`config.mk`:
```
export PLATFORM = sky130hd
export DESIGN_NAME = itl_core
export DESIGN_NICKNAME = d
export VERILOG_FILES = /design/src/shared/itl_pkg.sv /design/src/rtl/itl_core.sv
export SDC_FILE = /design/constraint.sdc
export NUM_CORES = 2
export LEC_CHECK = 0
export ABC_AREA = 1
export BUFFER_PORTS_ARGS = -buffer_cell sky130_fd_sc_hd__buf_2
export CAP_MARGIN = 20
export CORE_MARGIN = 10
export CORE_UTILIZATION = 58
export CTS_BUF_LIST = sky130_fd_sc_hd__clkbuf_16
export CTS_CLUSTER_DIAMETER = 50
export DETAILED_ROUTE_END_ITERATION = 12
export GPL_ROUTABILITY_DRIVEN = 1
export HOLD_SLACK_MARGIN = 0.12
export PLACE_DENSITY = 0.77
export SYNTH_ARGS = -nofsm -noshare
export SYNTH_HDL_FRONTEND = slang
export SYNTH_SLANG_ARGS = --single-unit
```
`constraint.sdc`:
```
create_clock -name clock -period 30.9 [get_ports clock]
set_clock_uncertainty 0.15 [all_clocks]
set_input_delay 4.635 -clock clock [delete_from_list [all_inputs] [get_ports clock]]
set_output_delay 4.635 -clock clock [all_outputs]
set_load 0.05 [all_outputs]
```
`src/shared/itl_pkg.sv`:
```
// Constants and state encodings for the instrument bus talker/listener.
package itl_pkg;

  // Bus address: factory value and the highest address the device accepts.
  localparam logic [4:0] ADDR_DEFAULT = 5'h0b;
  localparam logic [4:0] ADDR_MAX     = 5'h1e;

  // Command groups in bits 6:5 of a command byte, and the two unaddress commands.
  localparam logic [1:0] GRP_LISTEN = 2'h1;
  localparam logic [1:0] GRP_TALK   = 2'h2;
  localparam logic [6:0] CMD_UNL    = 7'h3f;
  localparam logic [6:0] CMD_UNT    = 7'h5f;

  // Receive buffer depth in characters, and its index width.
  localparam logic [6:0] BUF_DEPTH = 7'h64;
  localparam logic [6:0] IDX_ZERO  = 7'h00;
  localparam logic [6:0] IDX_ONE   = 7'h01;

  // Bit positions of the synchronised management and handshake lines.
  localparam int CTL_ATN  = 0;
  localparam int CTL_REN  = 1;
  localparam int CTL_IFC  = 2;
  localparam int CTL_DAV  = 3;
  localparam int CTL_NRFD = 4;
  localparam int CTL_NDAC = 5;
  localparam int CTL_EOI  = 6;

  // Data settling time before the talker asserts data valid.
  localparam int         CLK_NS      = 40;
  localparam int         SETTLE_NS   = 2000;
  localparam logic [5:0] SETTLE_CYC  = 6'((SETTLE_NS + CLK_NS - 1) / CLK_NS);
  localparam logic [5:0] SETTLE_LAST = 6'(SETTLE_CYC - 6'h01);

  // Acceptor handshake states.
  typedef enum logic [2:0] {
    ACC_IDLE  = 3'h1,
    ACC_READY = 3'h2,
    ACC_DONE  = 3'h4
  } itl_acc_type;

  // Source handshake states.
  typedef enum logic [2:0] {
    SRC_IDLE   = 3'h1,
    SRC_SETTLE = 3'h2,
    SRC_WAIT   = 3'h4
  } itl_src_type;

endpackage

```
`src/rtl/itl_core.sv`:
```
// Talker/listener interface logic for a parallel instrument bus.
// Operation
// - Talker or listener, never both, no controller.
// - Manual talk-only mode; no listen-only mode.
// - Eight-bit bytes under three-wire handshake.
// - Attention true: bytes are bus commands.
// - Attention false: bytes are device data.
// - Service request drives its line low.
// - Interface clear drops talker and listener; in talk-only mode the talker role stays.
// - End line marks last byte; poll.
// - Handshake paces transfers to slowest party.
// - One address, 0 to 30, default 11.
// - Buffer 100 characters, hold off beyond.
module itl_core (
  input  wire logic       clock,
  input  wire logic       sys_rst,
  input  wire logic       atn_n,
  input  wire logic       ren_n,
  input  wire logic       ifc_n,
  input  wire logic       dav_n,
  input  wire logic       nrfd_n,
  input  wire logic       ndac_n,
  input  wire logic       eoi_n,
  input  wire logic [7:0] dio_n,
  output logic      [7:0] dio_o,
  output logic      [7:0] dio_oe,
  output logic            dav_o,
  output logic            dav_oe,
  output logic            nrfd_o,
  output logic            nrfd_oe,
  output logic            ndac_o,
  output logic            ndac_oe,
  output logic            eoi_o,
  output logic            eoi_oe,
  output logic            srq_o,
  output logic            srq_oe,
  input  wire logic       talk_only,
  input  wire logic       service_request,
  input  wire logic       poll_enable,
  input  wire logic [2:0] poll_line,
  input  wire logic [4:0] addr_in,
  input  wire logic       addr_load,
  output logic      [4:0] bus_addr,
  input  wire logic [7:0] tx_data,
  input  wire logic       tx_end,
  input  wire logic       tx_valid,
  output logic            tx_ready,
  output logic      [7:0] rx_data,
  output logic            rx_end,
  output logic            rx_valid,
  input  wire logic       rx_take,
  output logic            talking,
  output logic            listening,
  output logic            remote
);

  typedef struct packed {
    logic [7:0]                                s1_dio;
    logic [7:0]                                s2_dio;
    logic [6:0]                                s1_ctl;
    logic [6:0]                                s2_ctl;
    logic [4:0]                                addr;
    logic                                      talking;
    logic                                      listening;
    logic                                      remote;
    itl_pkg::itl_acc_type                      acc;
    itl_pkg::itl_src_type                      src;
    logic [5:0]                                settle;
    logic [itl_pkg::BUF_DEPTH-1:0][8:0]        mem;
    logic [6:0]                                head;
    logic [6:0]                                tail;
    logic [6:0]                                cnt;
    logic [8:0]                                rx_word;
    logic                                      rx_valid;
    logic [7:0]                                dio_drv;
    logic                                      dav_drv;
    logic                                      nrfd_drv;
    logic                                      ndac_drv;
    logic                                      eoi_drv;
    logic                                      srq_drv;
    logic                                      low_level;
    logic                                      tx_ready;
  } itl_state_type;

  itl_state_type q;
  itl_state_type next_q;
  logic          push;
  logic          pop;
  logic          cmd_take;
  logic          atn_t;
  logic          eoi_t;
  logic          dav_t;
  logic          engaged;
  logic          room;
  logic [6:0]    cmd;

  // Advances a buffer index with wrap at the buffer depth.
  function automatic logic [6:0] itl_next_idx(input logic [6:0] idx);
    return (idx == itl_pkg::BUF_DEPTH - itl_pkg::IDX_ONE) ? itl_pkg::IDX_ZERO
                                                           : idx + itl_pkg::IDX_ONE;
  endfunction

  // True levels of the synchronised lines.
  assign atn_t   = q.s2_ctl[itl_pkg::CTL_ATN];
  assign eoi_t   = q.s2_ctl[itl_pkg::CTL_EOI];
  assign dav_t   = q.s2_ctl[itl_pkg::CTL_DAV];
  assign engaged = atn_t || q.listening;
  assign room    = q.cnt < itl_pkg::BUF_DEPTH;
  assign cmd     = q.s2_dio[6:0];

  // Next-state logic for the whole port.
  always_comb begin
    next_q   = q;
    push     = 1'b0;
    pop      = 1'b0;
    cmd_take = 1'b0;
    // Bus pins are active low and asynchronous, so each passes two flip-flops.
    next_q.s1_dio = ~dio_n;
    next_q.s2_dio = q.s1_dio;
    next_q.s1_ctl = ~{eoi_n, ndac_n, nrfd_n, dav_n, ifc_n, ren_n, atn_n};
    next_q.s2_ctl = q.s1_ctl;
    next_q.srq_drv = service_request;
    if (addr_load && addr_in <= itl_pkg::ADDR_MAX) begin
      next_q.addr = addr_in;
    end

    // Acceptor: takes part in every command byte, and in data bytes while listening.
    unique case (q.acc)
      itl_pkg::ACC_IDLE: begin
        next_q.nrfd_drv = 1'b0;
        next_q.ndac_drv = 1'b0;
        if (engaged) begin
          next_q.ndac_drv = 1'b1;
          next_q.nrfd_drv = 1'b1;
          next_q.acc      = itl_pkg::ACC_READY;
        end
      end
      itl_pkg::ACC_READY: begin
        next_q.ndac_drv = 1'b1;
        next_q.nrfd_drv = !(atn_t || room);
        if (!engaged) begin
          next_q.acc = itl_pkg::ACC_IDLE;
        end else if (dav_t && !q.nrfd_drv) begin
          cmd_take        = atn_t;
          push            = !atn_t;
          next_q.nrfd_drv = 1'b1;
          next_q.ndac_drv = 1'b0;
          next_q.acc      = itl_pkg::ACC_DONE;
        end
      end
      itl_pkg::ACC_DONE: begin
        if (!dav_t) begin
          next_q.ndac_drv = 1'b1;
          next_q.acc      = itl_pkg::ACC_READY;
        end
      end
      default: begin
        next_q.acc = itl_pkg::ACC_IDLE;
      end
    endcase

    // Address commands: listen and talk addresses unaddress the other role.
    if (cmd_take) begin
      if (cmd == {itl_pkg::GRP_LISTEN, q.addr}) begin
        next_q.listening = 1'b1;
        next_q.talking   = 1'b0;
        next_q.remote    = q.s2_ctl[itl_pkg::CTL_REN];
      end else if (cmd == {itl_pkg::GRP_TALK, q.addr}) begin
        next_q.talking   = 1'b1;
        next_q.listening = 1'b0;
      end else if (cmd == itl_pkg::CMD_UNL) begin
        next_q.listening = 1'b0;
      end else if (cmd[6:5] == itl_pkg::GRP_TALK) begin
        next_q.talking = 1'b0;
      end
    end
    if (!q.s2_ctl[itl_pkg::CTL_REN]) begin
      next_q.remote = 1'b0;
    end
    if (q.s2_ctl[itl_pkg::CTL_IFC]) begin
      next_q.talking   = 1'b0;
      next_q.listening = 1'b0;
    end
    if (talk_only) begin
      next_q.talking   = 1'b1;
      next_q.listening = 1'b0;
    end

    // Receive buffer: push a data byte with its end flag, pop on user take.
    pop = rx_take && q.rx_valid;
    if (push) begin
      next_q.mem[q.tail] = {eoi_t, q.s2_dio};
      next_q.tail        = itl_next_idx(q.tail);
    end
    if (pop) begin
      next_q.head = itl_next_idx(q.head);
    end
    next_q.cnt = q.cnt + (push ? itl_pkg::IDX_ONE : itl_pkg::IDX_ZERO)
                       - (pop ? itl_pkg::IDX_ONE : itl_pkg::IDX_ZERO);

    // Source: settle data, assert valid, hold until all listeners accept.
    unique case (q.src)
      itl_pkg::SRC_IDLE: begin
        if (tx_valid && q.tx_ready) begin
          next_q.dio_drv = tx_data;
          next_q.eoi_drv = tx_end;
          next_q.settle  = 6'h00;
          next_q.src     = itl_pkg::SRC_SETTLE;
        end
      end
      itl_pkg::SRC_SETTLE: begin
        if (q.settle < itl_pkg::SETTLE_LAST) begin
          next_q.settle = q.settle + 6'h01;
        end else if (!q.s2_ctl[itl_pkg::CTL_NRFD] && q.s2_ctl[itl_pkg::CTL_NDAC]) begin
          next_q.dav_drv = 1'b1;
          next_q.src     = itl_pkg::SRC_WAIT;
        end
      end
      itl_pkg::SRC_WAIT: begin
        if (!q.s2_ctl[itl_pkg::CTL_NDAC]) begin
          next_q.dav_drv = 1'b0;
          next_q.dio_drv = 8'h00;
          next_q.eoi_drv = 1'b0;
          next_q.src     = itl_pkg::SRC_IDLE;
        end
      end
      default: begin
        next_q.src = itl_pkg::SRC_IDLE;
      end
    endcase
    if (atn_t || !q.talking) begin
      next_q.dav_drv = 1'b0;
      next_q.dio_drv = 8'h00;
      next_q.eoi_drv = 1'b0;
      next_q.src     = itl_pkg::SRC_IDLE;
    end
    // Parallel poll: attention with end line makes the device show its status bit.
    if (next_q.src == itl_pkg::SRC_IDLE && atn_t) begin
      next_q.dio_drv = (eoi_t && poll_enable && service_request) ?
                       8'(8'h01 << poll_line) : 8'h00;
    end
    next_q.tx_ready = next_q.src == itl_pkg::SRC_IDLE && next_q.talking && !atn_t;
    next_q.rx_word  = next_q.mem[next_q.head];
    next_q.rx_valid = next_q.cnt != itl_pkg::IDX_ZERO;
  end

  // State register with asynchronous reset.
  always_ff @(posedge clock or posedge sys_rst) begin
    if (sys_rst) begin
      q      <= '0;
      q.addr <= itl_pkg::ADDR_DEFAULT;
      q.acc  <= itl_pkg::ACC_IDLE;
      q.src  <= itl_pkg::SRC_IDLE;
    end else begin
      q <= next_q;
    end
  end

  // Outputs come straight from the state register; pins only ever pull low.
  assign dio_o     = {8{q.low_level}};
  assign dio_oe    = q.dio_drv;
  assign dav_o     = q.low_level;
  assign dav_oe    = q.dav_drv;
  assign nrfd_o    = q.low_level;
  assign nrfd_oe   = q.nrfd_drv;
  assign ndac_o    = q.low_level;
  assign ndac_oe   = q.ndac_drv;
  assign eoi_o     = q.low_level;
  assign eoi_oe    = q.eoi_drv;
  assign srq_o     = q.low_level;
  assign srq_oe    = q.srq_drv;
  assign bus_addr  = q.addr;
  assign tx_ready  = q.tx_ready;
  assign rx_data   = q.rx_word[7:0];
  assign rx_end    = q.rx_word[8];
  assign rx_valid  = q.rx_valid;
  assign talking   = q.talking;
  assign listening = q.listening;
  assign remote    = q.remote;
endmodule

```
After elaboration in Yosys (flattened, before gate mapping):

Index checks and enable logic that the tools add are counted.

* flip-flop bits (word level): 995
* output and inout port bits: 45
* word-level logic and storage cells: 258

* add/subtract/negate cells: 5
* order comparisons: 6
* equal/unequal tests: 26
* shift operators: 1
* muxes and demuxes: 59
* bitwise operators: 2
* reduce and logical (&&, ||, !) cells: 36

Operators with widths (number)
* $bwmux 900: 1
* $mux 900: 1
* $bmux 9 s7: 1
* $demux 9 s7: 1
* $mux 9: 5
* $mux 3: 9
* $mux 8: 3
* $mux 7: 3
* $mux 1: 19
* $pmux 3 s3: 2
* $lt 7x8->1 const B: 2
* $pmux 8 s2: 1
* $ne 3x3->1 const B: 5
* $add 7x1->7 const B: 2
* $eq 7x7->1 const B: 2
* $mux 2: 7
* $pmux 6 s2: 1
* $reduce_and 3->1: 4
* $reduce_bool 3->1: 4
* $logic_and 1x1->1: 11
* $eq 3x1->1 const B: 3
* $ne 2x2->1 const B: 4
* $ne 4x4->1 const B: 2
* $not 8->8: 1
* other kinds (27): 41

Depth between registers and ports, before layout:

* depth in word-level cells: 10
* gate-level depth with buffers: 20
* depth with buffers taken out: 18

Worst setup path after synthesis:

OpenSTA, ideal clock, no wires.

* kind: in2reg
* from: input rx_take
* to: register q (netlist bit rx_valid)
* arrival: 6.608 ns
* required time: 30.625 ns
* slack: 24.017 ns
* stages on the path: 14
* buffers on the path: 0
* path through: nand2_1 -> inv_1 -> ha_1 -> inv_1 -> ha_1 -> fa_1 -> a21oi_1 -> nor2_1 -> nor2_1 -> o21ai_0 -> a21oi_1 -> xor2_1 -> nor3_1 -> nand2_1

RTL lines
* from (decl): RTL line itl_core.sv:51 `input wire logic rx_take,`
* to (signal assigned): RTL line itl_core.sv:255 `q <= next_q;`
* to (decl): RTL line itl_core.sv:85 `itl_state_type q;`

==> results.json <==
{
  "synth-seq-area-share_pct": 44.43,
  "gp_congestion": 0.9296,
  "cpPeakStageDelay_ns": 0.91,
  "worstSkewPairLatency_ns": 0.75,
  "post_cts_buffers": 0,
  "maxCapViolCount": 0,
  "vias": 52270,
  "cp-end-kind": "async pin",
  "synth_top_area_share_pct": 44.20,
  "area_growth_pct": 8.695,
  "synthCells": 7894,
  "holdPathStages": 0,
  "regArea_um2": 24930,
  "cts_hold_buf": 0,
  "post-route-util_pct": 63.84,
  "synth_edf_count": 0,
  "viasPerCell": 5.773,
  "dp_slack_ns": 20.64,
  "r2r-end": "rx_data[6]",
  "period_minus_slack_ns": 9.231,
  "ys.flop_type": "dfrtp_1",
  "cts_tree": "yes",
  "portBuffers": 71,
  "multi_input_area_um2": 25490,
  "status": "complete, no violations",
  "core_um2": 95440,
  "worst-path-buf-inv": 8,
  "fin_crit_sh_pct": 29.87,
  "relSlewSlack_pct": 15.79,
  "root_buffer": "clkbuf_16",
  "htree_levels": 3,
  "holdPathEnd": "q[971]",
  "grt_usage_pct": 31.28,
  "arrival_ns": 9.81,
  "hp-class": "reg2reg",
  "synth_top_area_cell": "dfrtp_1",
  "antenna_found_initial": 4,
  "start_util_pct": 58.73,
  "reg2reg_from": "atn_t",
  "place_hpwl_um": 102900,
  "first_pass_iters": 7,
  "clockBufferDepth": 3,
  "critPathKind": "in2async",
  "ios": 85,
  "cpMostUsedCell": "buf_4",
  "grt-ovfl-total": 0,
  "yosysUniqueCellTypes": 41,
  "rsz0062_at_grt": "no",
  "worstMarginPinSlew_ns": 1.263,
  "ctsResizeCount": 0,
  "rows": 113,
  "grt_max_degree": 198,
  "cp-start-kind": "input pin",
  "layout.nets": 7738,
  "crit_family": "buffers and inverters",
  "r2r_cells": 19,
  "wl_per_cell_um": 19.32,
  "cpMaxStageDelayCell": "buf_4",
  "grt_pass1_vias": 48750,
  "ant_nets": 0,
  "p_leak_nw": 32.94,
  "power_density_nw_per_um2": 70.41,
  "max_freq_mhz": 108.3,
  "drt_iter0_drc": 6969,
  "drive_gt1_share_pct": 5.547,
  "worst_ep_required_time_ns": 31.48,
  "path_max_fanout": 152,
  "die_w_um": 330.9,
  "synth_commonest_cells": "nand2_1 (2534), nand3_1 (1594), dfrtp_1 (990)",
  "routed_wl_um": 175000,
  "slew_violations": 0,
  "setup_violations": 0,
  "ys.warnings.count": 0,
  "cts_buffers": 121,
  "clkTransAtPathRegs_ns": 0.06,
  "die_height_um": 330.9,
  "finalHoldViolCount": 0,
  "min-delay-start": "next_q[971]",
  "synth-seq-cells": 995,
  "async_reset_ff_share_pct": 100.0,
  "dieArea_um2": 109500,
  "peakVddDrop_uv": 162.6,
  "syn_area_um2": 56050,
  "n_fill_cell": 8242,
  "synthTopCellsByArea": "dfrtp_1 (44%), nand2_1 (17%), nand3_1 (14%)",
  "syn_avg_cell_area_um2": 7.100,
  "clock-sinks": 995,
  "grt_pass1_wl_um": 272700,
  "cp_cell_sequence": "buf_2, clkinvlp_4, buf_12, buf_4, buf_4, buf_4, buf_4, buf_4",
  "synth.most_common_cell": "nand2_1",
  "drc_errors": 0,
  "setup_ws_ns": 21.67,
  "tns_ns": 0,
  "rrSetupSlack_ns": 25.38
}
-- cell type report --
type	instances	share of cell area (%)
Multi-Input combinational cell	5445	41.84
Sequential cell	995	40.92
Inverter	980	6.110
Clock buffer	121	4.970
Tap cell	1265	2.598
Clock inverter	107	1.918
Timing Repair Buffer	140	1.643
Antenna cell	2	0.008215
-- cell usage in the layout (no fill, tap or decap), types with 25 or more instances in the layout --
cell,instances
o21ai_0,114
clkinv_1,35
nand2_1,2534
clkbuf_16,121
nor2_1,250
nor2_2,39
a21oi_1,50
and2_1,390
nand3_1,1590
buf_4,60
o21a_1,327
dfrtp_1,981
o21ai_1,25
inv_1,958
buf_2,71
-- power breakdown --
part	total, W	switching (W)	internal, W
sequential	0.00136	0.0000276	0.00133
combinational	0.00144	0.00113	0.000309
clock	0.00149	0.000590	0.000904
-- state kept, by name, summed over array words and instances, names as in the netlist --
signal and cells:
rx_end 1, next_q 15, talking 1, nrfd_oe 1
tx_ready 1, eoi_oe 1, dio_oe 8, ndac_oe 1
srq_oe 1, bus_addr 5, rx_valid 1, rx_data 8
remote 1, q 938, dav_oe 1, cmd 7
listening 1, dav_t 1, eoi_t 1, atn_t 1
-- logic make-up (layout without fill, tap and decap cells) --
group	after synthesis	after routing	synth area share, %
and+or+nand+nor	4856	4856	38.20
buffers and inverters	1466	1348	10.28
DFF	995	995	44.43
AOI/OAI and AO/OA	546	546	6.480
adders and majority gates	15	15	0.3482
xor gates and xnor gates	11	11	0.1719
muxes	4	4	0.08036
other	1	15	0.006690
-- through the flow --
| step | hold slack, ns | instances | total power, W | instance area, um2 |
|---|---|---|---|---|
| 2_1_floorplan | 0.1812 | 7906 | 0.002282 | 56100 |
| 6_report | 0.1979 | 9055 | 0.004290 | 60920 |
| 4_1_cts | 0.1954 | 9051 | 0.004230 | 60860 |
| 5_1_grt | 0.2033 | 9053 | 0.004426 | 60920 |
| 3_3_place_gp | 0.1821 | 8823 | 0.002736 | 56670 |
| 3_5_place_dp | 0.1855 | 8823 | 0.002745 | 56670 |
-- metal layers --
layer	GRT usage (%)	share of wire (%)	up-vias
met5	0	0.023	-
met4	19.15	6.9	6
met3	6.404	11	636
met2	46.80	43	2971
met1	41.53	39	24250
li1	-	-	24410
-- how the worst max path moves through the flow --
stage          slack [ns]  depth (start not counted)      to    start
2_1_floorplan       12.41                          1   atn_t  sys_rst
5_1_grt             20.94                          8  q[831]  sys_rst
3_5_place_dp        20.64                          8  q[813]  sys_rst
3_3_place_gp        20.66                          8  q[803]  sys_rst
6_report            21.67                          8  q[831]  sys_rst
4_1_cts             21.40                          8  q[831]  sys_rst
-- worst reg2reg max path, cell delays in order (launching register included) --
cell,delay [ns]
dfrtp_1,0.47
inv_2,0.17
nand4_1,0.15
nor2_4,0.11
buf_4,0.59
buf_4,0.78
buf_4,0.73
nand2_1,0.53
inv_1,0.27
nand2_1,0.07
nand3_1,0.10
nand3_1,0.08
nand3_1,0.10
nand2_1,0.05
nor2_1,0.33
nand2_1,0.17
nand3_1,0.32
nand2_1,0.09
nand2_1,0.07
nand2_1,0.07
Note: power is estimated with default switching activity, not from simulation.
